`src/core/txo_pkg.sv`:
```
// Purpose: constants and types for the transmit output stage
// Assumes: one system clock; latency figures counted in its cycles
// Notes: cosine table is 16 points, two's complement
package txo_pkg;
    localparam int IQ_W = 12;
    localparam int FTW_W = 26;
    localparam int NPROF = 4;
    localparam int PROF_W = 2;
    localparam int GAIN_W = 4;
    localparam int CA_W = 8;
    // ************************************************************
    // timing counts in system clock cycles
    // ************************************************************
    localparam int LAT_CYC = 119;
    localparam int SETTLE_CYC = 176;
    localparam int HOP_MAX_CYC = 232;
    localparam int PIPE_STAGES = 4;
    localparam int DLY_DEPTH = LAT_CYC - PIPE_STAGES;
    localparam logic [1:0] MCLK_HALF = 2'h1;
    localparam int CA_BIT_CYC = 4;
    localparam logic [4:0] CA_LAST = 5'(CA_W * CA_BIT_CYC - 1);
    // ************************************************************
    // datapath scaling
    // ************************************************************
    localparam logic [9:0] ATT_NUM = 10'h0B5;
    localparam int ATT_LSB = 8;
    localparam int MOD_LSB = 11;
    localparam int GAIN_LSB = 8;
    localparam logic [3:0] SIN_OFS = 4'h4;
    localparam logic signed [11:0] DAC_MAX = 12'sh7FF;
    localparam logic signed [11:0] DAC_MIN = -12'sh7FF;

    typedef struct packed {
        logic signed [IQ_W-1:0] i;
        logic signed [IQ_W-1:0] q;
    } txo_iq_t;

    typedef struct packed {
        logic en_b;
        logic clk;
        logic data;
    } txo_ca_t;

    typedef enum logic {CA_IDLE, CA_SHIFT} txo_ca_st_t;

    function automatic logic signed [11:0] txo_cos(input logic [3:0] p);
        case (p)
            4'h0: txo_cos = 12'h7FF;
            4'h1, 4'hF: txo_cos = 12'h763;
            4'h2, 4'hE: txo_cos = 12'h5A7;
            4'h3, 4'hD: txo_cos = 12'h30F;
            4'h5, 4'hB: txo_cos = 12'hCF1;
            4'h6, 4'hA: txo_cos = 12'hA59;
            4'h7, 4'h9: txo_cos = 12'h89D;
            4'h8: txo_cos = 12'h801;
            default: txo_cos = 12'h000;
        endcase
    endfunction : txo_cos

    // fine gain: 256 * 10^((-7.5 + 0.5 n) / 20)
    function automatic logic [9:0] txo_gain(input logic [3:0] n);
        case (n)
            4'h0: txo_gain = 10'h06C;
            4'h1: txo_gain = 10'h072;
            4'h2: txo_gain = 10'h079;
            4'h3: txo_gain = 10'h080;
            4'h4: txo_gain = 10'h088;
            4'h5: txo_gain = 10'h090;
            4'h6: txo_gain = 10'h099;
            4'h7: txo_gain = 10'h0A2;
            4'h8: txo_gain = 10'h0AB;
            4'h9: txo_gain = 10'h0B5;
            4'hA: txo_gain = 10'h0C0;
            4'hB: txo_gain = 10'h0CB;
            4'hC: txo_gain = 10'h0D7;
            4'hD: txo_gain = 10'h0E4;
            4'hE: txo_gain = 10'h0F2;
            default: txo_gain = 10'h100;
        endcase
    endfunction : txo_gain
endpackage : txo_pkg

```
`src/core/txo_output_stage.sv`:
```
// Purpose: transmit output stage from assembled I/Q to the DAC code
// Assumes: samples and profile select bits come from logic on sys_clk_i
// Notes: profile pin is asynchronous and passes three flip-flops
`timescale 1ns/10ps
module txo_output_stage (
    input wire logic sys_clk_i,
    input wire logic rst_b_i,
    input wire logic iq_valid_i,
    input wire txo_pkg::txo_iq_t iq_i,
    input wire logic prof_pin_i,
    input wire logic [txo_pkg::PROF_W-1:0] prof_sel_i,
    input wire logic [txo_pkg::NPROF-1:0][txo_pkg::FTW_W-1:0] carrier_ftw_i,
    input wire logic [txo_pkg::NPROF-1:0][txo_pkg::CA_W-1:0] ca_gain_i,
    input wire logic [txo_pkg::GAIN_W-1:0] fine_gain_i,
    output logic signed [txo_pkg::IQ_W-1:0] dac_code_o,
    output logic dac_stb_o,
    output logic mclk_o,
    output logic [txo_pkg::PROF_W-1:0] prof_o,
    output txo_pkg::txo_ca_t ca_o
);
    // ************************************************************
    // profile pin synchroniser and profile tracking
    // ************************************************************
    logic pin_s1_reg, pin_s2_reg, pin_s3_reg;
    logic [txo_pkg::PROF_W-1:0] prof_reg;
    logic [txo_pkg::FTW_W-1:0] ftw_reg, phase_reg;
    wire [txo_pkg::PROF_W-1:0] prof_want_w = prof_sel_i ^ {1'b0, pin_s3_reg};
    wire prof_chg_w = (pin_s2_reg == pin_s3_reg) && (prof_want_w != prof_reg);

    always_ff @(posedge sys_clk_i or negedge rst_b_i) begin
        if (!rst_b_i) begin
            pin_s1_reg <= 1'b0;
            pin_s2_reg <= 1'b0;
            pin_s3_reg <= 1'b0;
            prof_reg <= '0;
            ftw_reg <= '0;
            phase_reg <= '0;
        end else begin
            pin_s1_reg <= prof_pin_i;
            pin_s2_reg <= pin_s1_reg;
            pin_s3_reg <= pin_s2_reg;
            if (prof_chg_w) begin
                prof_reg <= prof_want_w;
            end
            ftw_reg <= carrier_ftw_i[prof_reg];
            phase_reg <= phase_reg + ftw_reg;
        end
    end
    assign prof_o = prof_reg;

    // ************************************************************
    // master clock divider
    // ************************************************************
    logic [1:0] mdiv_reg;
    logic mclk_reg;
    always_ff @(posedge sys_clk_i or negedge rst_b_i) begin
        if (!rst_b_i) begin
            mdiv_reg <= '0;
            mclk_reg <= 1'b0;
        end else begin
            mdiv_reg <= mdiv_reg + 2'h1;
            mclk_reg <= (mdiv_reg == txo_pkg::MCLK_HALF) ? 1'b1 :
                        (mdiv_reg == 2'h3) ? 1'b0 : mclk_reg;
        end
    end
    assign mclk_o = mclk_reg;

    // ************************************************************
    // hold, fixed delay line, attenuate, modulate, gain
    // ************************************************************
    txo_pkg::txo_iq_t hold_reg, att_reg;
    txo_pkg::txo_iq_t dly_reg [txo_pkg::DLY_DEPTH];
    logic [txo_pkg::LAT_CYC-1:0] vld_sr_reg;
    logic signed [11:0] mod_reg, dac_reg;

    always_ff @(posedge sys_clk_i or negedge rst_b_i) begin
        if (!rst_b_i) begin
            hold_reg <= '0;
            vld_sr_reg <= '0;
        end else begin
            if (iq_valid_i) begin
                hold_reg <= iq_i;
            end
            vld_sr_reg <= {vld_sr_reg[txo_pkg::LAT_CYC-2:0], iq_valid_i};
        end
    end

    // each delay entry has exactly one driving process
    wire txo_pkg::txo_iq_t dly_in_w [txo_pkg::DLY_DEPTH];
    genvar k;
    generate
        for (k = 0; k < txo_pkg::DLY_DEPTH; k++) begin : g_dly
            if (k == 0) begin : g_head
                assign dly_in_w[k] = hold_reg;
            end else begin : g_link
                assign dly_in_w[k] = dly_reg[k-1];
            end
            always_ff @(posedge sys_clk_i or negedge rst_b_i) begin
                if (!rst_b_i) begin
                    dly_reg[k] <= '0;
                end else begin
                    dly_reg[k] <= dly_in_w[k];
                end
            end
        end
    endgenerate

    wire txo_pkg::txo_iq_t dly_out_w = dly_reg[txo_pkg::DLY_DEPTH-1];
    wire signed [21:0] att_i_w = dly_out_w.i * $signed(txo_pkg::ATT_NUM);
    wire signed [21:0] att_q_w = dly_out_w.q * $signed(txo_pkg::ATT_NUM);
    wire [3:0] ph_w = phase_reg[txo_pkg::FTW_W-1 -: 4];
    wire signed [11:0] cos_w = txo_pkg::txo_cos(ph_w);
    wire signed [11:0] sin_w = txo_pkg::txo_cos(ph_w - txo_pkg::SIN_OFS);
    wire signed [24:0] mix_w = 25'(att_reg.i * cos_w) - 25'(att_reg.q * sin_w);
    wire signed [13:0] mix_s_w = mix_w[24:txo_pkg::MOD_LSB];
    wire signed [11:0] mix_sat_w = (mix_s_w > 14'(txo_pkg::DAC_MAX)) ? txo_pkg::DAC_MAX :
        (mix_s_w < 14'(txo_pkg::DAC_MIN)) ? txo_pkg::DAC_MIN : mix_s_w[11:0];
    wire signed [21:0] gain_w = mod_reg * $signed(txo_pkg::txo_gain(fine_gain_i));

    always_ff @(posedge sys_clk_i or negedge rst_b_i) begin
        if (!rst_b_i) begin
            att_reg <= '0;
            mod_reg <= '0;
            dac_reg <= '0;
        end else begin
            att_reg.i <= att_i_w[txo_pkg::ATT_LSB +: 12];
            att_reg.q <= att_q_w[txo_pkg::ATT_LSB +: 12];
            mod_reg <= mix_sat_w;
            dac_reg <= gain_w[txo_pkg::GAIN_LSB +: 12];
        end
    end
    assign dac_code_o = dac_reg;
    assign dac_stb_o = vld_sr_reg[txo_pkg::LAT_CYC-1];

    // ************************************************************
    // cable driver three-wire writer
    // ************************************************************
    txo_pkg::txo_ca_st_t ca_st_reg;
    txo_pkg::txo_ca_t ca_reg;
    logic [txo_pkg::CA_W-1:0] ca_sent_reg, ca_sh_reg;
    logic [4:0] ca_cnt_reg;
    logic ca_pend_reg;
    wire [txo_pkg::CA_W-1:0] ca_sel_w = ca_gain_i[prof_reg];
    wire ca_start_w = (ca_st_reg == txo_pkg::CA_IDLE) &&
                      (ca_pend_reg || (ca_sel_w != ca_sent_reg));
    wire ca_bit_end_w = (ca_cnt_reg[1:0] == 2'h3);

    always_ff @(posedge sys_clk_i or negedge rst_b_i) begin
        if (!rst_b_i) begin
            ca_st_reg <= txo_pkg::CA_IDLE;
            ca_reg <= '{en_b: 1'b1, clk: 1'b0, data: 1'b0};
            ca_sent_reg <= '0;
            ca_sh_reg <= '0;
            ca_cnt_reg <= '0;
            ca_pend_reg <= 1'b1;
        end else begin
            case (ca_st_reg)
                txo_pkg::CA_IDLE: begin
                    if (ca_start_w) begin
                        ca_st_reg <= txo_pkg::CA_SHIFT;
                        ca_sent_reg <= ca_sel_w;
                        ca_sh_reg <= ca_sel_w;
                        ca_cnt_reg <= '0;
                        ca_pend_reg <= 1'b0;
                        ca_reg.en_b <= 1'b0;
                        ca_reg.data <= ca_sel_w[txo_pkg::CA_W-1];
                    end
                end
                txo_pkg::CA_SHIFT: begin
                    ca_cnt_reg <= ca_cnt_reg + 5'h1;
                    ca_reg.clk <= (ca_cnt_reg[1:0] == 2'h0) || (ca_cnt_reg[1:0] == 2'h1);
                    if (ca_bit_end_w) begin
                        ca_sh_reg <= {ca_sh_reg[txo_pkg::CA_W-2:0], 1'b0};
                        ca_reg.data <= ca_sh_reg[txo_pkg::CA_W-2];
                    end
                    if (ca_cnt_reg == txo_pkg::CA_LAST) begin
                        ca_st_reg <= txo_pkg::CA_IDLE;
                        ca_reg <= '{en_b: 1'b1, clk: 1'b0, data: 1'b0};
                    end
                end
                default: ca_st_reg <= txo_pkg::CA_IDLE;
            endcase
        end
    end
    assign ca_o = ca_reg;

    // ************************************************************
    // checks
    // ************************************************************
    logic [7:0] hold_age_reg;
    always_ff @(posedge sys_clk_i or negedge rst_b_i) begin
        if (!rst_b_i) begin
            hold_age_reg <= '0;
        end else if (iq_valid_i && (iq_i != hold_reg)) begin
            hold_age_reg <= '0;
        end else if (hold_age_reg != 8'hFF) begin
            hold_age_reg <= hold_age_reg + 8'h1;
        end
    end
    wire signed [21:0] hold_att_w = hold_reg.i * $signed(txo_pkg::ATT_NUM);
    wire [txo_pkg::PROF_W-1:0] prof_pin_want_w = prof_sel_i ^ {1'b0, prof_pin_i};
endmodule : txo_output_stage

```
`config.mk`:
```
export PLATFORM = sky130hd
export DESIGN_NAME = txo_output_stage
export DESIGN_NICKNAME = d
export VERILOG_FILES = /design/src/core/txo_pkg.sv /design/src/core/txo_output_stage.sv
export SDC_FILE = /design/constraint.sdc
export NUM_CORES = 2
export LEC_CHECK = 0
export BUFFER_PORTS_ARGS = -buffer_cell sky130_fd_sc_hd__buf_2
export CAP_MARGIN = 20
export CORE_MARGIN = 1
export CORE_UTILIZATION = 25
export CTS_CLUSTER_SIZE = 28
export DETAILED_ROUTE_END_ITERATION = 10
export GPL_ROUTABILITY_DRIVEN = 0
export HOLD_SLACK_MARGIN = 0.12
export PLACE_DENSITY = 0.43
export RECOVER_POWER = 100
export SLEW_MARGIN = 20
export SYNTH_ARGS = -nofsm -noshare
export SYNTH_HDL_FRONTEND = slang
export SYNTH_SLANG_ARGS = --single-unit
```
`constraint.sdc`:
```
create_clock -name sys_clk_i -period 23.2 [get_ports sys_clk_i]
set_clock_uncertainty 0.2 [all_clocks]
set_input_delay 1.16 -clock sys_clk_i [delete_from_list [all_inputs] [get_ports sys_clk_i]]
set_output_delay 1.16 -clock sys_clk_i [all_outputs]
set_load 0.1 [all_outputs]
```
After elaboration in Yosys (flattened, before gate mapping). Memory sizes are Yosys's and may differ from the RTL's. Cells that the tools add are included.

Add/sub/neg operators: 5. Multiply operators: 5. Order comparisons: 3. Equality and inequality tests: 12. Multiplexer cells: 22. Bitwise logic cells: 2. Reductions and logical operators: 10.

Operators by type and width (number): binary-select mux 26 bit (select 2 bit) (1); multiplier 12 x 12 -> 24 bit (2); multiplier 12 x 9 -> 20 bit, second input constant (2); adder 26 bit (1); two-way mux 26 bit (1); subtractor 25 bit (1); two-way mux 12 bit (2); multiplier 12 x 10 -> 20 bit (1); binary-select mux 8 bit (select 2 bit) (1); greater-than comparator 14 x 12 -> 1 bit, second input constant (1); less-than comparator 14 x 12 -> 1 bit, second input constant (1); two-way mux 7 bit (2); one-hot mux 7 bit (2 select lines) (1); one-hot mux 5 bit (2 select lines) (1); two-way mux 8 bit (1); inequality test 8 bit (1); AND reduction 2 bit (4); two-way mux 1 bit (7); one-hot mux 1 bit (2 select lines) (3); adder 5 x 1 -> 5 bit, second input constant (1); == test 5 bit, second input constant (1); two-way mux 5 bit (1); == test 2 x 1 -> 1 bit, second input constant (2); == test 2 bit, second input constant (2); 15 further kinds (18).

Register bits: 3036. Memory bits (read-only): 528. Output and inout port bits: 19. Word-level logic and storage cells: 315. Memories kept: 3.

Memory list: (name not given) (depth 16, bits a word 12, read ports 1, clocked after memory_dff 0, wr ports 0, RTL line txo_pkg.sv:47) `case (p)`; (name not given) (depth 16, bits a word 12, read ports 1, clocked after memory_dff 0, wr ports 0, RTL line txo_pkg.sv:47); (name not given) (depth 16, bits a word 9, read ports 1, clocked after memory_dff 0, wr ports 0, RTL line txo_pkg.sv:62) `case (n)`.

Longest topological paths before layout.
Depth in word-level cells: 7. Gate-level depth with buffers: 34. Mapped depth without buffers: 31.

Worst setup path before layout. Ideal clock, no wire load.

Kind: reg2reg. Start point: register phase_reg[23] in the netlist's numbering. End point: register mod_reg[0]. Library setup time: 0.074 ns. Data arrival time: 7.980 ns. Required time: 22.926 ns. Slack: 14.947 ns. Cell stages (with the launch flop): 31. Path buffers: 2. Clock period less this slack: 8.253 ns. Cell sequence: dfrtp_1 > clkbuf_1 > inv_1 > ha_1 > nor2_1 > a211oi_1 > a31oi_1 > clkbuf_1 > nand2_1 > fa_1 > inv_1 > fa_1 > inv_1 > fa_1 > fa_1 > inv_1 > fa_1 > fa_1 > inv_1 > fa_1 > inv_1 > ha_1 > a21o_1 > a21o_1 > a21o_1 > o21a_1 > nor3_2 > xor2_1 > or4b_1 > o311a_1 > o21ai_2.

Cells in the longest elaborated chain, start to end: 7.

RTL lines: start: declaration (RTL line txo_output_stage.sv:26) `logic [txo_pkg::FTW_W-1:0] ftw_reg, phase_reg;`; start signal: assignment (RTL line txo_output_stage.sv:46) `phase_reg <= phase_reg + ftw_reg;`; subtractor 4 x 3 -> 4 bit (RTL line txo_output_stage.sv:113) `wire signed [11:0] sin_w = txo_pkg::txo_cos(ph_w - txo_pkg::SIN_OFS);`; memory (16 x 12 bit); multiplier 12 x 12 -> 24 bit (RTL line txo_output_stage.sv:114) `wire signed [24:0] mix_w = 25'(att_reg.i * cos_w) - 25'(att_reg.q * sin_w);`; subtractor 25 bit (*) (RTL line txo_output_stage.sv:114); less-than comparator 14 x 12 -> 1 bit (RTL line txo_output_stage.sv:117) `(mix_s_w < 14'(txo_pkg::DAC_MIN)) ? txo_pkg::DAC_MIN : mix_s_w[11:0];`; two-way mux 12 bit (RTL line txo_output_stage.sv:117); two-way mux 12 bit (*) (RTL line txo_output_stage.sv:116) `wire signed [11:0] mix_sat_w = (mix_s_w > 14'(txo_pkg::DAC_MAX)) ? txo_pkg::DAC_MAX :`; net mix_sat_w[0] (RTL line txo_output_stage.sv:116); end signal: assignment (RTL line txo_output_stage.sv:128) `mod_reg <= mix_sat_w;`; end: declaration (RTL line txo_output_stage.sv:74) `logic signed [11:0] mod_reg, dac_reg;`.

Mark *: on every way through the listed nets, which the timed path passes. The rest lies on a longest branch. A chain may end at the register's enable or synchronous reset.

==> results by group <==
Timing
  – Max_slew headroom: -420%
  – Max Fclk: around 74 MHz
  – Setup tns final: 0 ps
  – Crit share post-route: between 50% and 60%
  – Slew @ Worst Pin: 7790 ps
  – Final setup fails: 0
  – Final Hold Viols: 0
  – RSZ-0062 raised after global routing: false
  – Final max-slew violation count: ~1,400
  – Tmin final: roughly 14,000 ps

Place
  – Port Buf Inserts: around 190
  – Hpwl dp: between 90,000 and 100,000 um
  – Placed cells: ~11,000

Job
  – Max Cap Violations: 22

Critical path
  – Slowest CP cell: clkbuf_1
  – Critical R2R Capture: mod_reg[7]
  – CP max stage delay: about 5400 ps
  – R2R Setup Slk: 13,190 ps
  – Worst path depth: 6
  – Critical path data required time: ~23,000 ps
  – Worst-case reg-to-reg path depth: 26
  – CP top delay family: buffers and inverters
  – Startpoint type of the worst setup path: primary input
  – Buf/Inv on CP: 6
  – Crit Path Class: primary input to asynchronous set/reset pin
  – Cell Chain, Critical Path: dlygate4sd3_1 -> clkbuf_1 -> clkbuf_1 -> buf_12 -> buf_16 -> clkbuf_1
  – Worst R2R Start: phase_reg[24]
  – Crit path DAT: 13,510 ps
  – Maximum fanout along the worst path: roughly 140
  – CP most frequent cell: clkbuf_1
  – CP Capture Type: asynchronous set/reset pin

Clocking
  – Post-CTS sizing: 0
  – Clock root cell: clkbuf_16
  – Htree depth: 5
  – CTS tree: yes
  – Number of buffers created by CTS: between 300 and 400
  – Clock sink count: ~3,000
  – Worst-Skew Late Latency: about 900 ps
  – Register clock-pin slew on the reported worst setup and hold paths: 60 ps
  – Bufs on Longest Clock Path: 4
  – Postcts setup bufs: 0

Floorplan
  – Initial core utilization: approximately a quarter
  – Die Wd: between 600 and 700 um
  – Num ports: approximately 190
  – Die area: between 300,000 and 400,000 um^2
  – Die Height: 629 um
  – Rows: ~230
  – Placeable Area: 390,000 um^2

Synth
  – Post-Syn Area: between 90,000 and 100,000 um^2
  – FFs w/ async S/R, synth: between 90% and 100%
  – Main synth FF type: dfrtp_1
  – Cell count after synthesis: around 5,500
  – Sequential share of the synthesized area: 77.2%
  – Synth warn: 0
  – Synth cell types: 75
  – Post-synth EDFFs: 0
  – Synthesized area per cell: between 15 and 20 um^2
  – Synthesized netlist net count: between 6,000 and 7,000
  – #FFs+latches synth: between 3,000 and 4,000

Route
  – Routed wire length per instance: around 13 um
  – 1st-iter DRT viols: slightly above 2,000
  – Number of remaining DRC errors: 0
  – Post-route ant nets: 0
  – Post-Route WL: between 150,000 and 200,000 um
  – Vias per cell: ~3.6
  – Via count: around 41,000
  – DR pass1 iterations: 6

Status
  – Status: complete, but fails checks
  – Violated checks: capacitance limit, slew limit

Final layout
  – Largest register FFs: 2,760
  – # nets final: around 7,000
  – Share of layout cells above drive strength 1: a little over an eighth
  – Area grow syn2layout: 19.2%
  – Fin util: about 30%
  – Finished Layout Cells: roughly 11,000
  – Layout fillers: 38,500

Global routing
  – Largest net degree at the start of global routing: around 200
  – Global route total overflow: 0
  – First-pass GRT wire length: ~260,000 um
  – Total GRT Usage: approximately 8%
  – Initial antenna violation count: 6
  – Number of global-route vias before repair: 47,500

Min path
  – Hold WC Path Type: flop to flop
  – Hold Path End: dly_in_w[1371]
  – Hold path depth: 0
  – Hold_sp: dly_in_w[1395]
-- placed cells by master (no fill, tap or decap), types with 13 or more instances in the layout --
cell type / Yosys / routed
nor2_1: 100 / 100
dlygate4sd3_1: 0 / 38
inv_1: 603 / 603
clkbuf_8: 1 / 59
dfrtp_1: 3034 / 3033
and2_1: 134 / 133
xnor2_1: 86 / 86
a21o_1: 34 / 34
buf_2: 5 / 166
nand3_1: 19 / 19
mux2_2: 33 / 33
fa_1: 459 / 459
clkinv_2: 0 / 50
o21ai_0: 33 / 36
xor2_1: 29 / 29
nand2b_1: 19 / 19
nand2_1: 187 / 187
inv_6: 0 / 13
and3_1: 26 / 26
clkbuf_16: 0 / 324
a21oi_1: 67 / 66
bufinv_16: 0 / 31
clkbuf_1: 60 / 106
nor3_1: 21 / 21
ha_1: 301 / 301
mux4_2: 35 / 35
nor2b_1: 62 / 62
buf_4: 2 / 29
-- synthesized netlist by cell type, types with 7 or more instances --
library cell | count | area share, %
a211oi_1 | 10 | 0.076
a21o_1 | 34 | 0.26
a21oi_1 | 67 | 0.34
a31oi_1 | 7 | 0.045
and2_1 | 134 | 0.85
and3_1 | 26 | 0.17
buf_1 | 15 | 0.057
clkbuf_1 | 60 | 0.23
dfrtp_1 | 3034 | 77
fa_1 | 459 | 9.3
ha_1 | 301 | 3.8
inv_1 | 603 | 2.3
mux2_2 | 33 | 0.38
mux2i_1 | 11 | 0.11
mux4_2 | 35 | 0.80
nand2_1 | 187 | 0.71
nand2b_1 | 19 | 0.12
nand3_1 | 19 | 0.097
nor2_1 | 100 | 0.38
nor2b_1 | 62 | 0.39
nor3_1 | 21 | 0.11
o21a_1 | 10 | 0.076
o21ai_0 | 33 | 0.17
or2_2 | 7 | 0.045
xnor2_1 | 86 | 0.77
xor2_1 | 29 | 0.26
-- stage by stage --
stage	setup slack, ps	instance area [um^2]	hold slack (ps)
after floorplan	14950	98400	131
after global placement	13440	106000	131
after detailed placement	13290	106000	135
after CTS	13250	117000	121
after global routing	6500	117000	129
final	9670	117000	105
-- layer usage --
metal	vias to the layer above	GRT usage (%)	share of wire, %
met4	0	2.86	3.1
met1	22300	10.7	45
met3	319	1.83	4.7
li1	18100	-	-
met5	-	0	0
met2	608	12.8	47
-- how the worst max path moves through the flow --
stage	startpoint	to	slack [ps]
finish	rst_b_i	dly_in_w[1931]	9670
global placement	phase_reg[24]	mod_reg[7]	13440
CTS	phase_reg[24]	mod_reg[7]	13250
detailed placement	phase_reg[24]	mod_reg[7]	13290
global route	rst_b_i	dly_in_w[1835]	6500
floorplan	phase_reg[23]	mod_reg[0]	14950
-- area by class of cell --
type / instances / area, um^2 / share of cell area [%]
clock buffer: 447 / 9160 / 7.81
multi-input combinational: 1782 / 19800 / 16.9
tap: 5197 / 6500 / 5.55
sequential: 3036 / 76000 / 64.8
clock inverter: 124 / 1770 / 1.51
antenna: 7 / 17.5 / 0.0149
inverter: 604 / 2270 / 1.93
timing repair buffer: 283 / 1750 / 1.50
-- cell families after synthesis --
group / Yosys count / share of synthesized area [%]
multiplexers: 79 / 1.29
XOR/XNOR: 115 / 1.02
AND/OR/NAND/NOR: 602 / 3.10
AO/OA/AOI/OAI: 226 / 1.54
buffers and inverters: 687 / 2.65
adder cells (fa/ha/maj): 760 / 13.2
flip-flops: 3036 / 77.2
-- worst reg2reg max path, cell delays in order, from the launching register on --
cell and delay [ps]:
dfrtp_1 860, inv_1 360, nand2_1 600, nand2_1 480, or2_2 470, inv_1 180
fa_1 640, fa_1 570, inv_1 60, fa_1 480, fa_1 560, fa_1 430
fa_1 500, inv_1 50, fa_1 480, inv_1 50, ha_1 350, nand2_1 70
nor2_1 230, o21ai_2 90, a21oi_1 190, o41ai_1 180, o21a_1 240, and2b_2 200
xnor2_1 980, or2_2 280, a22oi_1 90
-- repair_timing --
| action | CTS | global route |
|---|---|---|
| endpoints found under the hold margin | 73 | 0 |
| hold buffers | 38 | 0 |
| setup endpoints to repair | 0 | 0 |
Power is left out: the tool's default activity adds up to more than one toggle a clock period on the data nets, which glitch-free logic cannot reach.
